==> src/link_event_defines.svh <==
`ifndef LINK_EVENT_DEFINES_SVH
`define LINK_EVENT_DEFINES_SVH

// Register offsets
`define OFF_SYSTEM_CONTROL_REG 8'h00
`define OFF_EVT_H 8'h04
`define OFF_EVT_L 8'h05
`define OFF_MASK_H 8'h06
`define OFF_MASK_L 8'h07
`define OFF_REMOTE_SUMMARY_MASK 8'h08
`define OFF_EDGES 8'h09

// System control bits
`define SYS_PROTO_RST_BIT 0
`define SYS_CHAN_RST_BIT 1

// High byte fields
`define HI_IRQ_BIT 7
`define HI_SUM_BIT 6
`define HI_POS_BIT 3
`define HI_DTE_BIT 1
`define HI_PROTOCOL_RESET_FLAG_BIT 0

// Low byte fields
`define LO_MIN_BIT 5
`define LO_ANS_BIT 4
`define LO_LOW_QUALITY_WARNING_BIT 2
`define LO_CHANNEL_FREE_FLAG_BIT 1

// Edge flag vector positions
`define EF_PROTOCOL_RESET_FLAG 0
`define EF_DTE 1
`define EF_POS 2
`define EF_ANS 3
`define EF_LOW_QUALITY_WARNING 4
`define EF_COUNT 5

// Quality thresholds
`define QM_LOW_LIMIT 4'he
`define QM_ZERO 4'h0

// Reset values
`define BYTE_ZERO 8'h00
`define MASK_RESET 8'h00
`define CHAN_FREE_RESET 1'b1

// Timing
`define CLK_FREQ_KHZ 250000
`define CABLE_BIT_KHZ 10000
`define OVERSAMPLE 8
`define SAMPLE_DIV_LAST 4'((`CLK_FREQ_KHZ / (`CABLE_BIT_KHZ * `OVERSAMPLE)) - 1)

`endif

==> src/link_event_pkg.sv <==
package link_event_pkg;
    typedef logic [7:0] byte_t;
    typedef logic [3:0] quality_t;
    typedef enum logic [1:0] {SMP_IDLE, SMP_RUN, SMP_DONE} sampler_state_t;
endpackage : link_event_pkg

==> src/sticky_flag.sv <==
`timescale 1ns/100ps
`default_nettype none
module sticky_flag (
    // Clock and reset
    input wire logic clk_sys,
    input wire logic nrst,
    // Condition and clear
    input wire logic cond,
    input wire logic clear,
    // Flag
    output logic flag
);
    logic prev_reg;
    logic prev_next;
    logic flag_reg;
    logic flag_next;

    always_comb begin
        prev_next = cond;
        // Set on rising condition, set wins over clear
        flag_next = (cond & ~prev_reg) | (flag_reg & ~clear);
    end

    always_ff @(posedge clk_sys or negedge nrst) begin
        if (!nrst) begin
            prev_reg <= 1'b0;
            flag_reg <= 1'b0;
        end else begin
            prev_reg <= prev_next;
            flag_reg <= flag_next;
        end
    end

    assign flag = flag_reg;
endmodule : sticky_flag
`default_nettype wire

==> src/edge_sampler.sv <==
`timescale 1ns/100ps
`default_nettype none
`include "link_event_defines.svh"
module edge_sampler (
    // Clock and reset
    input wire logic clk_sys,
    input wire logic nrst,
    // Control
    input wire logic startup_active,
    input wire logic restart,
    // Cable
    input wire logic cable_in,
    // Pattern
    output link_event_pkg::byte_t edges
);
    import link_event_pkg::*;

    sampler_state_t state_reg, state_next;
    logic [3:0] div_reg, div_next;
    logic [2:0] phase_reg, phase_next;
    logic prev_reg, prev_next;
    logic first_reg, first_next;
    byte_t edges_reg, edges_next;
    logic sample_en;

    always_comb begin
        sample_en = (div_reg == `SAMPLE_DIV_LAST);
        // Eight samples per cable bit
        div_next = sample_en ? 4'h0 : 4'(div_reg + 4'h1);
        state_next = state_reg;
        phase_next = phase_reg;
        prev_next = prev_reg;
        first_next = first_reg;
        edges_next = edges_reg;
        case (state_reg)
            SMP_IDLE: begin
                if (startup_active) begin
                    state_next = SMP_RUN;
                    phase_next = 3'h0;
                    first_next = 1'b1;
                end
            end
            SMP_RUN: begin
                if (!startup_active) begin
                    state_next = SMP_DONE;
                end else if (sample_en) begin
                    phase_next = 3'(phase_reg + 3'h1);
                    prev_next = cable_in;
                    first_next = 1'b0;
                    if (!first_reg && (cable_in != prev_reg)) begin
                        edges_next[phase_reg] = 1'b1;
                    end
                end
            end
            SMP_DONE: begin
                state_next = SMP_DONE;
            end
            default: begin
                state_next = SMP_IDLE;
            end
        endcase
        if (restart) begin
            state_next = SMP_IDLE;
            edges_next = `BYTE_ZERO;
        end
    end

    always_ff @(posedge clk_sys or negedge nrst) begin
        if (!nrst) begin
            state_reg <= SMP_IDLE;
            div_reg <= 4'h0;
            phase_reg <= 3'h0;
            prev_reg <= 1'b0;
            first_reg <= 1'b1;
            edges_reg <= `BYTE_ZERO;
        end else begin
            state_reg <= state_next;
            div_reg <= div_next;
            phase_reg <= phase_next;
            prev_reg <= prev_next;
            first_reg <= first_next;
            edges_reg <= edges_next;
        end
    end

    assign edges = edges_reg;
endmodule : edge_sampler
`default_nettype wire

==> src/link_event_irq.sv <==
`timescale 1ns/100ps
`default_nettype none
`include "link_event_defines.svh"
// Notes on behaviour
// - Protocol reset flag sets on host request, internal reset or external reset.
// - Accumulated errors, seen as quality reaching zero, force a protocol reset.
// - Message-init flag follows the encoder acknowledgment level.
// - Failed reply to a long message sets the answer-error flag.
// - Low-quality flag sets when quality falls below 14.
// - Channel-free is high when idle, low from long message until answer.
// - Unimplemented event and mask bits read as zero.
// - Interrupt rises when any enabled event flag is active.
// - High mask bits 6, 3, 1, 0 gate their events.
// - Low mask bits 5, 4, 2, 1 gate their events.
// - Each summary mask bit enables its remote summary bit.
// - Remote summary flag is OR of enabled remote summary bits.
// - Remote summary enable reads as OR of the summary mask.
// - At start-up each edge bit sets on a transition in its slot.
// - Edge sampler runs at eight times the cable bit rate.
// - Edge flags stay set until the host clears them.
// - Edge flags set again only after the condition left and returned.
// - Quality value reaching zero forces a protocol reset.
module link_event_irq (
    // Clock and reset
    input wire logic clk_sys,
    input wire logic nrst,
    // Register port
    input wire link_event_pkg::byte_t reg_addr,
    input wire link_event_pkg::byte_t reg_wdata,
    input wire logic reg_wr,
    input wire logic reg_rd,
    output link_event_pkg::byte_t reg_rdata,
    // Link status
    input wire link_event_pkg::quality_t quality_value,
    input wire logic ext_reset_in,
    input wire logic msg_init_ack,
    input wire logic answer_fail,
    input wire logic long_msg_start,
    input wire logic long_answer_done,
    input wire logic position_error,
    input wire logic estimator_deviation_error,
    input wire link_event_pkg::byte_t remote_summary,
    // Start-up edge sampling
    input wire logic startup_active,
    input wire logic cable_in,
    // Outputs
    output logic protocol_reset_out,
    output logic param_channel_reset,
    output logic irq
);
    import link_event_pkg::*;

    byte_t high_mask_reg, high_mask_next;
    byte_t low_mask_reg, low_mask_next;
    byte_t sum_mask_reg, sum_mask_next;
    byte_t rdata_reg, rdata_next;
    logic irq_reg, irq_next;
    logic proto_rst_reg, proto_rst_next;
    logic chan_rst_reg, chan_rst_next;
    logic chan_free_reg, chan_free_next;
    logic qz_prev_reg, qz_prev_next;
    logic sum_flag_reg, sum_flag_next;
    logic min_flag_reg, min_flag_next;

    logic wr_sys, wr_evt_h, wr_evt_l;
    logic proto_evt, quality_zero;
    logic [`EF_COUNT-1:0] ef_cond, ef_clear, ef_flag;
    byte_t hi_flags, lo_flags, hi_mask_view, edges;

    always_comb begin
        wr_sys = reg_wr && (reg_addr == `OFF_SYSTEM_CONTROL_REG);
        wr_evt_h = reg_wr && (reg_addr == `OFF_EVT_H);
        wr_evt_l = reg_wr && (reg_addr == `OFF_EVT_L);
        quality_zero = (quality_value == `QM_ZERO);
        // Host request, external pin, or quality exhausted
        proto_evt = (wr_sys && reg_wdata[`SYS_PROTO_RST_BIT]) || ext_reset_in
            || (quality_zero && !qz_prev_reg);
        ef_cond = '0;
        ef_cond[`EF_PROTOCOL_RESET_FLAG] = proto_evt;
        ef_cond[`EF_DTE] = estimator_deviation_error;
        ef_cond[`EF_POS] = position_error;
        ef_cond[`EF_ANS] = answer_fail;
        ef_cond[`EF_LOW_QUALITY_WARNING] = (quality_value < `QM_LOW_LIMIT);
        // Write one clears that flag only
        ef_clear = '0;
        ef_clear[`EF_PROTOCOL_RESET_FLAG] = wr_evt_h && reg_wdata[`HI_PROTOCOL_RESET_FLAG_BIT];
        ef_clear[`EF_DTE] = wr_evt_h && reg_wdata[`HI_DTE_BIT];
        ef_clear[`EF_POS] = wr_evt_h && reg_wdata[`HI_POS_BIT];
        ef_clear[`EF_ANS] = wr_evt_l && reg_wdata[`LO_ANS_BIT];
        ef_clear[`EF_LOW_QUALITY_WARNING] = wr_evt_l && reg_wdata[`LO_LOW_QUALITY_WARNING_BIT];
    end

    genvar gi;
    generate
        for (gi = 0; gi < `EF_COUNT; gi++) begin : g_flag
            sticky_flag u_flag (
                .clk_sys(clk_sys),
                .nrst(nrst),
                .cond(ef_cond[gi]),
                .clear(ef_clear[gi]),
                .flag(ef_flag[gi])
            );
        end
    endgenerate

    edge_sampler u_edges (
        .clk_sys(clk_sys),
        .nrst(nrst),
        .startup_active(startup_active),
        .restart(proto_rst_reg),
        .cable_in(cable_in),
        .edges(edges)
    );

    always_comb begin
        hi_flags = `BYTE_ZERO;
        hi_flags[`HI_IRQ_BIT] = irq_reg;
        hi_flags[`HI_SUM_BIT] = sum_flag_reg;
        hi_flags[`HI_POS_BIT] = ef_flag[`EF_POS];
        hi_flags[`HI_DTE_BIT] = ef_flag[`EF_DTE];
        hi_flags[`HI_PROTOCOL_RESET_FLAG_BIT] = ef_flag[`EF_PROTOCOL_RESET_FLAG];
        // Unimplemented positions stay zero
        lo_flags = `BYTE_ZERO;
        lo_flags[`LO_MIN_BIT] = min_flag_reg;
        lo_flags[`LO_ANS_BIT] = ef_flag[`EF_ANS];
        lo_flags[`LO_LOW_QUALITY_WARNING_BIT] = ef_flag[`EF_LOW_QUALITY_WARNING];
        lo_flags[`LO_CHANNEL_FREE_FLAG_BIT] = chan_free_reg;
        hi_mask_view = high_mask_reg;
        hi_mask_view[`HI_SUM_BIT] = |sum_mask_reg;
    end

    always_comb begin
        high_mask_next = high_mask_reg;
        low_mask_next = low_mask_reg;
        sum_mask_next = sum_mask_reg;
        if (reg_wr && (reg_addr == `OFF_MASK_H)) begin
            high_mask_next = `BYTE_ZERO;
            high_mask_next[`HI_POS_BIT] = reg_wdata[`HI_POS_BIT];
            high_mask_next[`HI_DTE_BIT] = reg_wdata[`HI_DTE_BIT];
            high_mask_next[`HI_PROTOCOL_RESET_FLAG_BIT] = reg_wdata[`HI_PROTOCOL_RESET_FLAG_BIT];
        end
        if (reg_wr && (reg_addr == `OFF_MASK_L)) begin
            low_mask_next = `BYTE_ZERO;
            low_mask_next[`LO_MIN_BIT] = reg_wdata[`LO_MIN_BIT];
            low_mask_next[`LO_ANS_BIT] = reg_wdata[`LO_ANS_BIT];
            low_mask_next[`LO_LOW_QUALITY_WARNING_BIT] = reg_wdata[`LO_LOW_QUALITY_WARNING_BIT];
            low_mask_next[`LO_CHANNEL_FREE_FLAG_BIT] = reg_wdata[`LO_CHANNEL_FREE_FLAG_BIT];
        end
        if (reg_wr && (reg_addr == `OFF_REMOTE_SUMMARY_MASK)) begin
            sum_mask_next = reg_wdata;
        end
    end

    always_comb begin
        qz_prev_next = quality_zero;
        proto_rst_next = proto_evt;
        chan_rst_next = wr_sys && reg_wdata[`SYS_CHAN_RST_BIT];
        sum_flag_next = |(remote_summary & sum_mask_reg);
        min_flag_next = msg_init_ack;
        chan_free_next = chan_free_reg;
        if (long_msg_start) begin
            chan_free_next = 1'b0;
        end
        if (long_answer_done || chan_rst_reg || proto_rst_reg) begin
            chan_free_next = 1'b1;
        end
        // Masked events combine onto one interrupt
        irq_next = |(hi_flags & hi_mask_view & ~(8'h1 << `HI_IRQ_BIT))
            || |(lo_flags & low_mask_reg);
    end

    always_comb begin
        rdata_next = `BYTE_ZERO;
        if (reg_rd) begin
            case (reg_addr)
                `OFF_EVT_H: rdata_next = hi_flags;
                `OFF_EVT_L: rdata_next = lo_flags;
                `OFF_MASK_H: rdata_next = hi_mask_view;
                `OFF_MASK_L: rdata_next = low_mask_reg;
                `OFF_EDGES: rdata_next = edges;
                default: rdata_next = `BYTE_ZERO;
            endcase
        end
    end

    always_ff @(posedge clk_sys or negedge nrst) begin
        if (!nrst) begin
            high_mask_reg <= `MASK_RESET;
            low_mask_reg <= `MASK_RESET;
            sum_mask_reg <= `MASK_RESET;
            rdata_reg <= `BYTE_ZERO;
            irq_reg <= 1'b0;
            proto_rst_reg <= 1'b0;
            chan_rst_reg <= 1'b0;
            chan_free_reg <= `CHAN_FREE_RESET;
            qz_prev_reg <= 1'b0;
            sum_flag_reg <= 1'b0;
            min_flag_reg <= 1'b0;
        end else begin
            high_mask_reg <= high_mask_next;
            low_mask_reg <= low_mask_next;
            sum_mask_reg <= sum_mask_next;
            rdata_reg <= rdata_next;
            irq_reg <= irq_next;
            proto_rst_reg <= proto_rst_next;
            chan_rst_reg <= chan_rst_next;
            chan_free_reg <= chan_free_next;
            qz_prev_reg <= qz_prev_next;
            sum_flag_reg <= sum_flag_next;
            min_flag_reg <= min_flag_next;
        end
    end

    assign reg_rdata = rdata_reg;
    assign protocol_reset_out = proto_rst_reg;
    assign param_channel_reset = chan_rst_reg;
    assign irq = irq_reg;
endmodule : link_event_irq
`default_nettype wire

==> config.mk <==
export PLATFORM = sky130hd
export DESIGN_NAME = link_event_irq
export DESIGN_NICKNAME = d
export VERILOG_FILES = /design/src/link_event_pkg.sv /design/src/sticky_flag.sv /design/src/edge_sampler.sv /design/src/link_event_irq.sv
export VERILOG_INCLUDE_DIRS = /design/src /design/src/src
export SDC_FILE = /design/constraint.sdc
export NUM_CORES = 1
export LEC_CHECK = 0
export BUFFER_PORTS_ARGS = -buffer_cell sky130_fd_sc_hd__buf_2
export CELL_PAD_IN_SITES_DETAIL_PLACEMENT = 2
export CELL_PAD_IN_SITES_GLOBAL_PLACEMENT = 2
export CORE_ASPECT_RATIO = 0.7
export CORE_MARGIN = 2
export CORE_UTILIZATION = 39
export CTS_CLUSTER_DIAMETER = 50
export DETAILED_ROUTE_END_ITERATION = 8
export GPL_ROUTABILITY_DRIVEN = 1
export PLACE_DENSITY_LB_ADDON = 0.1
export SETUP_SLACK_MARGIN = 0.5
export SYNTH_ARGS = -nofsm -noshare
export SYNTH_HDL_FRONTEND = slang
export SYNTH_HIERARCHICAL = 1
export SYNTH_SLANG_ARGS = --single-unit
==> constraint.sdc <==
create_clock -name clk_sys -period 3.4 [get_ports clk_sys]
set_input_delay 0 -clock clk_sys [delete_from_list [all_inputs] [get_ports clk_sys]]
set_output_delay 0 -clock clk_sys [all_outputs]
set_load 0.02 [all_outputs]
==> results of run 1 <==
## final timing paths
| path | startpoint | to | slack (ns) | depth (start not counted) |
|---|---|---|---|---|
| max in group asynchronous | nrst | g_flag[2].u_flag/flag$_DFF_PN0_ | 2.26 | 3 |
| min in group asynchronous | nrst | high_mask_reg[0]$_DFFE_PN0P_ | 0.31 | 2 |
| max reg2reg | u_edges/div_reg[0]$_DFF_PN0_ | u_edges/edges[0]$_DFFE_PN0P_ | 1.36 | 3 |
| max | u_edges/div_reg[0]$_DFF_PN0_ | u_edges/edges[0]$_DFFE_PN0P_ | 1.36 | 3 |
| min | quality_value[2] | g_flag[4].u_flag/flag$_DFF_PN0_ | 0.05 | 4 |
| min reg2reg | g_flag[0].u_flag/prev_reg$_DFF_PN0_ | g_flag[0].u_flag/flag$_DFF_PN0_ | 0.44 | 1 |
## critical path, delay by kind of cell (launching register included)
| family | cells | cell delay, ns |
|---|---|---|
| AOI/OAI and AO/OA | 1 | 0.24 |
| DFF | 1 | 0.44 |
| and+or+nand+nor | 2 | 1.28 |
## synthesized netlist by cell type (6+ instances only)
| master | number |
|---|---|
| sky130_fd_sc_hd__dfrtp_1 | 57 |
| sky130_fd_sc_hd__inv_1 | 24 |
| sky130_fd_sc_hd__mux2_2 | 16 |
| sky130_fd_sc_hd__nand2_1 | 8 |
| sky130_fd_sc_hd__o22ai_1 | 8 |
| sky130_fd_sc_hd__a22oi_1 | 7 |
| sky130_fd_sc_hd__mux2i_1 | 7 |
| sky130_fd_sc_hd__nand3_1 | 7 |
| sky130_fd_sc_hd__nor2b_1 | 7 |
| sky130_fd_sc_hd__o2bb2ai_1 | 7 |
| sky130_fd_sc_hd__nand4_1 | 6 |
| sky130_fd_sc_hd__nor2_1 | 6 |
## power breakdown
group	switching [uW]	internal, uW	total [uW]
clock	280	344	624
sequential	50.4	750	800
combinational	143	120	263
total	473	1210	1690
## final cells by class
cell class / count / area share [%]
clock inverter: 1 / 0.141
timing repair buffer: 77 / 14.5
clock buffer: 15 / 5.27
sequential: 59 / 41.8
multi-input combinational: 145 / 32.4
tap: 94 / 3.33
inverter: 24 / 2.55
## through the flow
stage | instance area, um2 | util [%] | setup slack, ns | total power, uW
2_1_floorplan | 2740 | - | 1.97 | 938
3_3_place_gp | 3100 | 45.6 | 1.43 | 1030
3_5_place_dp | 3100 | 45.6 | 1.35 | 1040
6_report | 3540 | 52.1 | 1.36 | 1690
5_1_grt | 3540 | 52.1 | 1.20 | 1780
4_1_cts | 3540 | 52.1 | 1.38 | 1700
## layer usage
metal  GRT usage (%)  vias to the layer above
met2            41.4                       70
met1            31.1                     1148
li1                -                     1022
met5               0                        -
met4            7.51                        0
met3            7.27                       16
## logic make-up after synthesis
| family | synth area share, % |
|---|---|
| DFF | 54.0 |
| buffers and inverters | 4.16 |
| adders and majority gates | 1.83 |
| AOI/OAI and AO/OA | 13.9 |
| muxes | 9.96 |
| and+or+nand+nor | 15.2 |
| xor gates and xnor gates | 0.960 |
==> metrics.md, run 1 <==
| Metric | Value |
|---|---|
| All-Layer GR Usage | 24.5% |
| Category of the worst setup path launch point | flop |
| Area taken by flip-flops and latches | 0.00148 mm2 |
| Accumulated negative setup slack | 0 ns |
| Last weighted congestion value of the routability-driven placer | 0.777 |
| Pin count of the biggest net entering global routing | 38 |
| Synthesized area | 0.00274 mm2 |
| Post-CTS Hold Fix Bufs | 25 |
| Number of clock buffers inserted by TritonCTS | 9 |
| Post-Route Skew | 0.0111 ns |
| Global-route wire length before repair | 14000 um |
| CTS Buffer Depth | 2 |
| Fill cell total of the finished layout | 705 |
| Reg clk slew, reported paths | 0.06 ns |
| Post-synthesis sequential element count | 59 |
| Port Buffers | 51 |
| Layout area overhead | 29.1% |
| Share of synthesized area occupied by flip-flops and latches | 54.0% |
| Top cells by area, synth | sky130_fd_sc_hd__dfrtp_1, sky130_fd_sc_hd__mux2_2, sky130_fd_sc_hd__inv_1 |
| Setup repair bufs after CTS | 0 |
| Total number of vias | 2256 |
| Peak fanout along the critical path | 11 |
| Area of the multi-input gates | 0.00115 mm2 |
| Most common library cell in the layout ignoring fill and taps | sky130_fd_sc_hd__dfrtp_1 |
| Antenna violation net count after detailed routing | 0 |
| RSZ-0062 raised after global routing | false |
| Half-perimeter wire length of the detailed placement result | 5660 um |
| Most common flop cell mapped by yosys | sky130_fd_sc_hd__dfrtp_1 |
| Area share of the largest cell type after synthesis | 52.1% |
| Initial antenna violation count | 0 |
| ANT cells | 0 |
| Commonest non-fill, non-tap cells in the layout | sky130_fd_sc_hd__dfrtp_1, sky130_fd_sc_hd__buf_2, sky130_fd_sc_hd__dlygate4sd3_1 |
| Highest signal layer in the routed design | met4 |
| Outcome | finished clean |
| Final wirelength | 8760 um |
| Avg Inst Size Synth | 11.8 um2 |
| Headroom to the max-slew limit | 31.4% |
| Final max-slew violation count | 0 |
| Sort of element at the end of the critical path | flop |
| Amount of wire on met2 after detailed routing | 4230 um |
| Fraction of layout cells with a size suffix above 1 | 30.8% |
| Die outline width | 104 um |
| Netlist cell types | 48 |
| Final setup violation count | 0 |
| Max Cap Violations | 0 |
| Tcrit/Tclk final | 60.0% |
| Maximum operating frequency | 0.490 GHz |
| Critical path arrival | 2.30 ns |
| Async set-reset flop share out of synthesis | 100% |
| Biggest cell delay along the critical path | 0.92 ns |
| Die footprint | 0.00772 mm2 |
| Initial DRC count | 91 |
| Vias in the first global route | 2529 |
| Transition time of the tightest slew-check pin | 1.03 ns |
| Clock tree from TritonCTS | yes |
| Total clock sinks | 59 |
| Critical Path RT | 3.66 ns |
| Clk_lat worst skew | 0.36 ns |
| Sum of met3 wire segment lengths after detailed routing | 472 um |
| Mean number of vias per cell | 5.44 |
| Number of top-level pins | 52 |
| Number of DRC violations after detailed routing | 0 |
| DR WL/cell | 21.1 um |
| CP cell instances | nor4b_2 > nand4_1 > o22ai_1 |
| Overall die height | 74.1 um |
| H-tree Lvls | 3 |
| Congestion Overflow GR | 0 |
| Core ar. | 0.00679 mm2 |
| Count of placed standard cells including taps | 374 |
| Nets | 361 |
| Cell taking the most area after synthesis | sky130_fd_sc_hd__dfrtp_1 |
| Standard-cell rows | 25 |
| Count of flip-flops with a built-in enable after synthesis | 0 |
| Post-cts gate resize count | 0 |
| Total count of hold-check failures in the final report | 0 |
| Critical setup path kind | flop to flop |
| Time the worst path needs with I/O delays and setup | 2.04 ns |
| Number of instances in the synthesized netlist | 233 |
| Total iterations of the first detailed-routing run | 4 |
| Slowest stage cell on the critical path | sky130_fd_sc_hd__nor4b_2 |
| Worst slack on hold paths | 0.0549 ns |
| Cell at the root of the clock tree | sky130_fd_sc_hd__clkbuf_8 |
| Power density normalized to cell area | 477 mW/mm2 |
| Initial Utilization | 40.4% |
| M1 WL | 3920 um |
| Syn Nets | 278 |
| Worst hold-check path type | input port to flop |
| Leak Pwr | 0.00171 uW |
| Syn. warnings | 6 |
| Final standard cell count with taps included and fillers excluded | 415 |
| Worst VDD drop | 0.259 mV |
Note: power is estimated with default switching activity, not from simulation.
==> run 2: changes to the inputs <==
--- a/config.mk
+++ b/config.mk
@@ -6,12 +6,13 @@
 export SDC_FILE = /design/constraint.sdc
 export NUM_CORES = 1
 export LEC_CHECK = 0
+export ABC_AREA = 1
 export BUFFER_PORTS_ARGS = -buffer_cell sky130_fd_sc_hd__buf_2
 export CELL_PAD_IN_SITES_DETAIL_PLACEMENT = 2
 export CELL_PAD_IN_SITES_GLOBAL_PLACEMENT = 2
 export CORE_ASPECT_RATIO = 0.7
 export CORE_MARGIN = 2
-export CORE_UTILIZATION = 39
+export CORE_UTILIZATION = 33
 export CTS_CLUSTER_DIAMETER = 50
 export DETAILED_ROUTE_END_ITERATION = 8
 export GPL_ROUTABILITY_DRIVEN = 1
==> constraint.sdc (replaced) <==
create_clock -name clk_sys -period 2.1 [get_ports clk_sys]
set_input_delay 0 -clock clk_sys [delete_from_list [all_inputs] [get_ports clk_sys]]
set_output_delay 0 -clock clk_sys [all_outputs]
set_load 0.02 [all_outputs]
==> metrics.md, run 2 <==
| Metric | Value |
|---|---|
| Reg-to-reg slack, setup | 0.56 ns |
| Netlist cell types | 33 |
| Most repeated cell in the gate-level netlist after synthesis | sky130_fd_sc_hd__nand2_1 |
| Fraction of layout cells with a size suffix above 1 | 22.0% |
| Nets | 489 |
| P_int | 2530 uW |
| Category of the worst setup path launch point | flop |
| Async set-reset flop share out of synthesis | 100% |
| Simple-gate share of the synthesized area | 29.7% |
| Sort of element at the end of the critical path | flop |
| Clock tree from TritonCTS | yes |
| Standard-cell rows | 29 |
| Most common library cell in the layout ignoring fill and taps | sky130_fd_sc_hd__nand2_1 |
| All-Layer GR Usage | 20.1% |
| Share of synthesized area spent on multiplexers | 0% |
| RSZ-0062 raised after global routing | false |
| Clock network fraction of total power | 43.8% |
| DR WL/cell | 16.1 um |
| Post-place setup slack | 0.581 ns |
| Commonest non-fill, non-tap cells in the layout | sky130_fd_sc_hd__nand2_1, sky130_fd_sc_hd__inv_1, sky130_fd_sc_hd__dfrtp_1 |
| Number of top-level pins | 52 |
| Clk_lat worst skew | 0.33 ns |
| Synth cell count leaders | sky130_fd_sc_hd__nand2_1, sky130_fd_sc_hd__inv_1, sky130_fd_sc_hd__dfrtp_1 |
| Last weighted congestion value of the routability-driven placer | 0.772 |
| Avg Inst Size Synth | 8.34 um2 |
| Final wirelength | 9220 um |
| Share of the synthesized area in compound gates (AO/OA/AOI/OAI) | 9.53% |
| Mean number of vias per cell | 4.68 |
| Synthesized area | 0.00299 mm2 |
| Total iterations of the first detailed-routing run | 4 |
| Number of clock buffers inserted by TritonCTS | 9 |
| Total power | 3570 uW |
| Most common flop cell mapped by yosys | sky130_fd_sc_hd__dfrtp_1 |
| Worst hold-check path type | input port to flop |
| Vias in the first global route | 2984 |
| Accumulated negative setup slack | 0 ns |
| Power density normalized to cell area | 898 mW/mm2 |
| Final design utilization | 44.6% |
| Critical setup path kind | flop to flop |
| Initial antenna violation count | 0 |
| Die outline width | 118 um |
| Transition time of the tightest slew-check pin | 0.469 ns |
| Outcome | finished clean |
| Part of the power in registers | 37.6% |
| Critical Path RT | 2.30 ns |
| Area share of the largest cell type after synthesis | 47.6% |
| Initial Utilization | 33.5% |
| Final max-slew violation count | 0 |
| Number of instances in the synthesized netlist | 359 |
| CTS Buffer Depth | 2 |
| Biggest cell delay along the critical path | 0.56 ns |
| Total count of hold-check failures in the final report | 0 |
| Share of synthesized area occupied by flip-flops and latches | 49.4% |
| Worst slack on hold paths | 0.00635 ns |
| Final setup violation count | 0 |
| Count of flip-flops with a built-in enable after synthesis | 0 |
| Post-Route Skew | 0.00589 ns |
| Top cells by area, synth | sky130_fd_sc_hd__dfrtp_1, sky130_fd_sc_hd__nand2_1, sky130_fd_sc_hd__nand3_1 |
| Cell at the root of the clock tree | sky130_fd_sc_hd__clkbuf_16 |
| Total number of vias | 2679 |
| CP cell instances | a22o_1 > a21oi_1 > dlygate4sd3_1 > nand3b_1 |
| Max Cap Violations | 0 |
| Peak fanout along the critical path | 3 |
| Reg clk slew, reported paths | 0.05 ns |
| ANT cells | 0 |
| Cell count of the worst reg-to-reg path | 4 |
| Number of DRC violations after detailed routing | 0 |
| Headroom to the max-slew limit | 68.7% |
| Leak Pwr | 0.00208 uW |
| Antenna violation net count after detailed routing | 0 |
| Tcrit/Tclk final | 73.3% |
| Maximum operating frequency | 0.649 GHz |
| Beginning of the critical path | sum_mask_reg[7]$_DFFE_PN0P_ |
| Congestion Overflow GR | 0 |
| PnR worst setup slack | 0.560 ns |
| Worst VDD drop | 0.365 mV |
| Post-Synth Adder-Cell Area | 1.67% |
| Layout area overhead | 33.0% |
| Time the worst path needs with I/O delays and setup | 1.54 ns |
| Reg2Reg Launch Point | sum_mask_reg[7]$_DFFE_PN0P_ |
| Port Buffers | 51 |
| Switching power as a share of total power | 29.2% |
| Xor and xnor fraction of the mapped netlist area | 0.585% |
| Worst reg2reg endpoint | sum_flag_reg$_DFF_PN0_ |
| Pin count of the biggest net entering global routing | 42 |
| Initial DRC count | 64 |
| H-tree Lvls | 3 |
| Syn Nets | 404 |
| Sw Pwr | 1040 uW |
| Portion of total power attributed to combinational logic | 18.6% |
| Global-route wire length before repair | 15500 um |
| Destination of the critical timing path | sum_flag_reg$_DFF_PN0_ |
| Slowest stage cell on the critical path | sky130_fd_sc_hd__dlygate4sd3_1 |
| Post-synthesis sequential element count | 59 |
| Overall die height | 83.7 um |
| Total clock sinks | 59 |
| Syn. warnings | 6 |
| Core ar. | 0.00893 mm2 |
| Main combinational cell family by area after synthesis | simple AND/OR/NAND/NOR gates |
| Critical path arrival | 1.74 ns |
| Cell taking the most area after synthesis | sky130_fd_sc_hd__dfrtp_1 |
| Die footprint | 0.00986 mm2 |
| Half-perimeter wire length of the detailed placement result | 6450 um |
[run 2: cell count changes after synthesis, sizes merged, moves of 13 or more]
cell   delta
nor2     +20
nand2    +84
mux2     -16
nand3    +47
inv      +38
o21ai    +17
o22ai    -13
[run 2: routing by layer]
metal	share of wire, %	up-vias	track usage, %	routed length (um)
met2	46	44	32.1	4260
met4	1.1	0	4.82	97
met5	0	-	0	0
met3	3.3	11	5.05	300
met1	49	1302	27.5	4560
li1	-	1322	-	-
[run 2: power by group through the flow]
stage / registers (uW) / logic, uW / clock network, uW
floorplan: 1340 / 412 / 0
global placement: 1360 / 584 / 0
detailed placement: 1360 / 624 / 0
CTS: 1350 / 665 / 1610
global route: 1360 / 772 / 1650
finish: 1350 / 663 / 1570
[run 2: per-stage QoR]
| stage | std cells | instance area (um2) |
|---|---|---|
| floorplan | 359 | 2990 |
| global placement | 531 | 3390 |
| detailed placement | 531 | 3390 |
| CTS | 572 | 3960 |
| global route | 573 | 3980 |
| finish | 573 | 3980 |
[run 2: worst max-delay path: cells and delay by family, from the launching register on]
kind | cells | cell delay (ns)
AO/OA/AOI/OAI | 2 | 0.34
buffers and inverters | 1 | 0.56
flip-flops | 1 | 0.43
AND/OR/NAND/NOR | 1 | 0.08
[run 2: worst min-delay path by stage]
| stage | slack [ns] | from | cells after the start | endpoint |
|---|---|---|---|---|
| final | 0.006 | reg_wdata[0] | 3 | sum_mask_reg[0]$_DFFE_PN0P_ |
| after global routing | 0.01 | reg_wdata[0] | 3 | sum_mask_reg[0]$_DFFE_PN0P_ |
| after CTS | 0.002 | remote_summary[3] | 4 | sum_flag_reg$_DFF_PN0_ |
| after detailed placement | -0.01 | nrst | 1 | u_edges/div_reg[3]$_DFF_PN0_ |
| after global placement | -0.02 | nrst | 1 | u_edges/div_reg[3]$_DFF_PN0_ |
| after floorplan | -0.30 | nrst | 0 | g_flag[0].u_flag/flag$_DFF_PN0_ |
[run 2: timing repair]
item	CTS	global route
setup buffers	0	1
resized for setup	0	2
endpoints found under the setup margin	0	13
hold endpoints to repair	49	0
hold buffers	25	0
[run 2: layout make-up]
cell class                      instances  area, um2
Timing Repair Buffer                   79        553
Multi-Input combinational cell        233       1240
Sequential cell                        59       1480
Fill cell                            1004       4940
Clock inverter                          7       92.6
Inverter                               62        233
Tap cell                              124        155
Clock buffer                            9        225
[run 2: kinds of logic (layout without fill, tap and decap cells)]
family                     after synthesis  count (layout)
xor gates and xnor gates                 2               2
adders and majority gates                4               4
buffers and inverters                   67             157
DFF                                     59              59
AOI/OAI and AO/OA                       42              42
and+or+nand+nor                        185             185
==> run 3: changes to the inputs <==
--- a/config.mk
+++ b/config.mk
@@ -12,7 +12,7 @@
 export CELL_PAD_IN_SITES_GLOBAL_PLACEMENT = 2
 export CORE_ASPECT_RATIO = 0.7
 export CORE_MARGIN = 2
-export CORE_UTILIZATION = 33
+export CORE_UTILIZATION = 30
 export CTS_CLUSTER_DIAMETER = 50
 export DETAILED_ROUTE_END_ITERATION = 8
 export GPL_ROUTABILITY_DRIVEN = 1
==> constraint.sdc (replaced) <==
create_clock -name clk_sys -period 1.4 [get_ports clk_sys]
set_input_delay 0 -clock clk_sys [delete_from_list [all_inputs] [get_ports clk_sys]]
set_output_delay 0 -clock clk_sys [all_outputs]
set_load 0.02 [all_outputs]
==> metrics.md, run 3 (synthesis results as in run 2) <==
| Metric | Value |
|---|---|
| Overall die height | 87.6 um |
| Reg2Reg Launch Point | u_edges/state_reg[1]$_DFFE_PN0P_ |
| Pin count of the biggest net entering global routing | 25 |
| Number of top-level pins | 52 |
| Critical path arrival | 1.63 ns |
| Sort of element at the end of the critical path | flop |
| Half-perimeter wire length of the detailed placement result | 6560 um |
| Time the worst path needs with I/O delays and setup | 1.37 ns |
| Initial DRC count | 101 |
| Clock network fraction of total power | 42.4% |
| Portion of total power attributed to combinational logic | 26.6% |
| CTS Buffer Depth | 2 |
| Number of DRC violations after detailed routing | 0 |
| Total clock sinks | 59 |
| Die outline width | 123 um |
| Sw Pwr | 1870 uW |
| Worst reg2reg endpoint | u_edges/edges[3]$_DFFE_PN0P_ |
| Critical setup path kind | flop to flop |
| Peak fanout along the critical path | 4 |
| Global-route wire length before repair | 15500 um |
| Number of clock buffers inserted by TritonCTS | 9 |
| Last weighted congestion value of the routability-driven placer | 0.751 |
| Worst hold path startpoint | startup_active |
| Headroom to the max-slew limit | 67.9% |
| Die footprint | 0.0108 mm2 |
| Cell family with most CP delay | flip-flops |
| Number of instances on the worst hold path | 3 |
| Mean number of vias per cell | 4.76 |
| Buffers and inverters on the worst path | 3 |
| All-Layer GR Usage | 19.2% |
| Layout area overhead | 50.4% |
| Initial Utilization | 30.9% |
| ANT cells | 0 |
| Reg clk slew, reported paths | 0.05 ns |
| Fill cell total of the finished layout | 1074 |
| Area of the multi-input gates | 0.00142 mm2 |
| Clock tree from TritonCTS | yes |
| Total count of hold-check failures in the final report | 0 |
| Standard-cell rows | 30 |
| Clk_lat worst skew | 0.33 ns |
| Maximum operating frequency | 0.729 GHz |
| Cell at the root of the clock tree | sky130_fd_sc_hd__clkbuf_16 |
| CP cell instances | inv_2 > ha_4 > inv_6 > o21ai_4 > buf_4 > nand3_1 > nand2_2 |
| Final setup violation count | 0 |
| Power density normalized to cell area | 1460 mW/mm2 |
| Nets | 517 |
| Worst VDD drop | 0.682 mV |
| Antenna violation net count after detailed routing | 0 |
| H-tree Lvls | 3 |
| Category of the worst setup path launch point | flop |
| Part of the power in registers | 31.0% |
| Critical Path RT | 1.66 ns |
| Transition time of the tightest slew-check pin | 0.482 ns |
| Switching power as a share of total power | 28.4% |
| Outcome | finished clean |
| Commonest non-fill, non-tap cells in the layout | sky130_fd_sc_hd__nand2_1, sky130_fd_sc_hd__dfrtp_1, sky130_fd_sc_hd__inv_1 |
| Slowest stage cell on the critical path | sky130_fd_sc_hd__dfrtp_1 |
| Port Buffers | 51 |
| Area taken by flip-flops and latches | 0.00148 mm2 |
| Worst hold-check path type | input port to flop |
| Fraction of layout cells with a size suffix above 1 | 35.2% |
| P_int | 4710 uW |
| Final standard cell count with taps included and fillers excluded | 605 |
| Cell count of the worst reg-to-reg path | 7 |
| Accumulated negative setup slack | 0 ns |
| Leak Pwr | 0.00231 uW |
| Biggest cell delay along the critical path | 0.39 ns |
| Congestion Overflow GR | 0 |
| Final max-slew violation count | 0 |
| RSZ-0062 raised after global routing | true |
| Count of placed standard cells including taps | 537 |
| Total number of vias | 2880 |
| Most common library cell in the layout ignoring fill and taps | sky130_fd_sc_hd__nand2_1 |
| DR WL/cell | 16.8 um |
| Vias in the first global route | 3053 |
| Core ar. | 0.00968 mm2 |
| Max Cap Violations | 0 |
| Final wirelength | 10100 um |
| Total iterations of the first detailed-routing run | 4 |
| Post-Route Skew | 0.00628 ns |
| Cell count along the critical path | 7 |
| Tcrit/Tclk final | 98.0% |
| Reg-to-reg slack, setup | 0.03 ns |
| Initial antenna violation count | 0 |
| Worst slack on hold paths | 0.00628 ns |
| Worst hold path endpoint | u_edges/prev_reg$_DFFE_PN0P_ |
run 3: cell types whose count changed in the layout (fill, tap and decap cells not counted), moves of 4 or more:
cell / change
sky130_fd_sc_hd__inv_1: -6
sky130_fd_sc_hd__nand2_2: +10
sky130_fd_sc_hd__buf_4: +22
sky130_fd_sc_hd__buf_6: +9
sky130_fd_sc_hd__nand3_2: +9
sky130_fd_sc_hd__nor2_1: -4
sky130_fd_sc_hd__nand3_1: -9
sky130_fd_sc_hd__inv_2: +4
sky130_fd_sc_hd__nand2_1: -12
run 3: what timing repair did:
| item | CTS | global route |
|---|---|---|
| gates resized for setup | 29 | 29 |
| hold endpoints to repair | 70 | 0 |
| hold buffers | 23 | 0 |
| setup buffers | 15 | 14 |
| setup endpoints to repair | 23 | 36 |
| pin swaps | 17 | 19 |
run 3: per-stage QoR:
step	utilization, %	total power [uW]	cell area (um2)	worst slack (ns)
detailed placement	35.7	3050	3450	0.00135
global placement	35.7	3000	3450	0.0824
floorplan	-	2690	3030	0.202
finish	46.5	6580	4500	0.0281
global route	46.5	6900	4500	-0.0379
CTS	44.4	6280	4300	0.0581
run 3: metal layers:
layer | up-vias | wire (um) | global-route usage, %
li1 | 1377 | - | -
met1 | 1433 | 4860 | 26.1
met2 | 56 | 4850 | 30.6
met3 | 14 | 305 | 4.36
met4 | 0 | 129 | 5.89
met5 | - | 0 | 0
run 3: layout make-up:
| cell class | instances | area share (%) |
|---|---|---|
| Tap cell | 128 | 3.56 |
| Inverter | 62 | 5.34 |
| Clock inverter | 4 | 2.67 |
| Timing Repair Buffer | 107 | 18.3 |
| Multi-Input combinational cell | 233 | 31.5 |
| Clock buffer | 12 | 5.70 |
| Sequential cell | 59 | 32.9 |
run 3: how the worst max path moves through the flow:
stage / from / end / slack, ns
3_3_place_gp: u_edges/div_reg[3]$_DFF_PN0_ / u_edges/edges[0]$_DFFE_PN0P_ / 0.08
2_1_floorplan: u_edges/div_reg[3]$_DFF_PN0_ / u_edges/edges[6]$_DFFE_PN0P_ / 0.20
4_1_cts: u_edges/state_reg[1]$_DFFE_PN0P_ / u_edges/state_reg[0]$_DFFE_PN0P_ / 0.06
3_5_place_dp: u_edges/div_reg[3]$_DFF_PN0_ / u_edges/edges[5]$_DFFE_PN0P_ / 0.001
6_report: u_edges/state_reg[1]$_DFFE_PN0P_ / u_edges/edges[3]$_DFFE_PN0P_ / 0.03
5_1_grt: u_edges/state_reg[1]$_DFFE_PN0P_ / u_edges/phase_reg[1]$_DFFE_PN0P_ / -0.04
run 3: power by group through the flow:
stage,sequential (uW),clock (uW),combinational (uW)
after floorplan,2020,0,675
after global placement,2050,0,954
after detailed placement,2060,0,996
after CTS,2020,2850,1410
after global routing,2060,2930,1910
final,2040,2790,1750
run 3: worst reg2reg max path, cell delays in order (launching register included):
cell and delay, ns:
sky130_fd_sc_hd__dfrtp_1 0.39, sky130_fd_sc_hd__inv_2 0.14, sky130_fd_sc_hd__ha_4 0.18, sky130_fd_sc_hd__inv_6 0.05, sky130_fd_sc_hd__o21ai_4 0.20, sky130_fd_sc_hd__buf_4 0.15
sky130_fd_sc_hd__nand3_1 0.10, sky130_fd_sc_hd__nand2_2 0.10
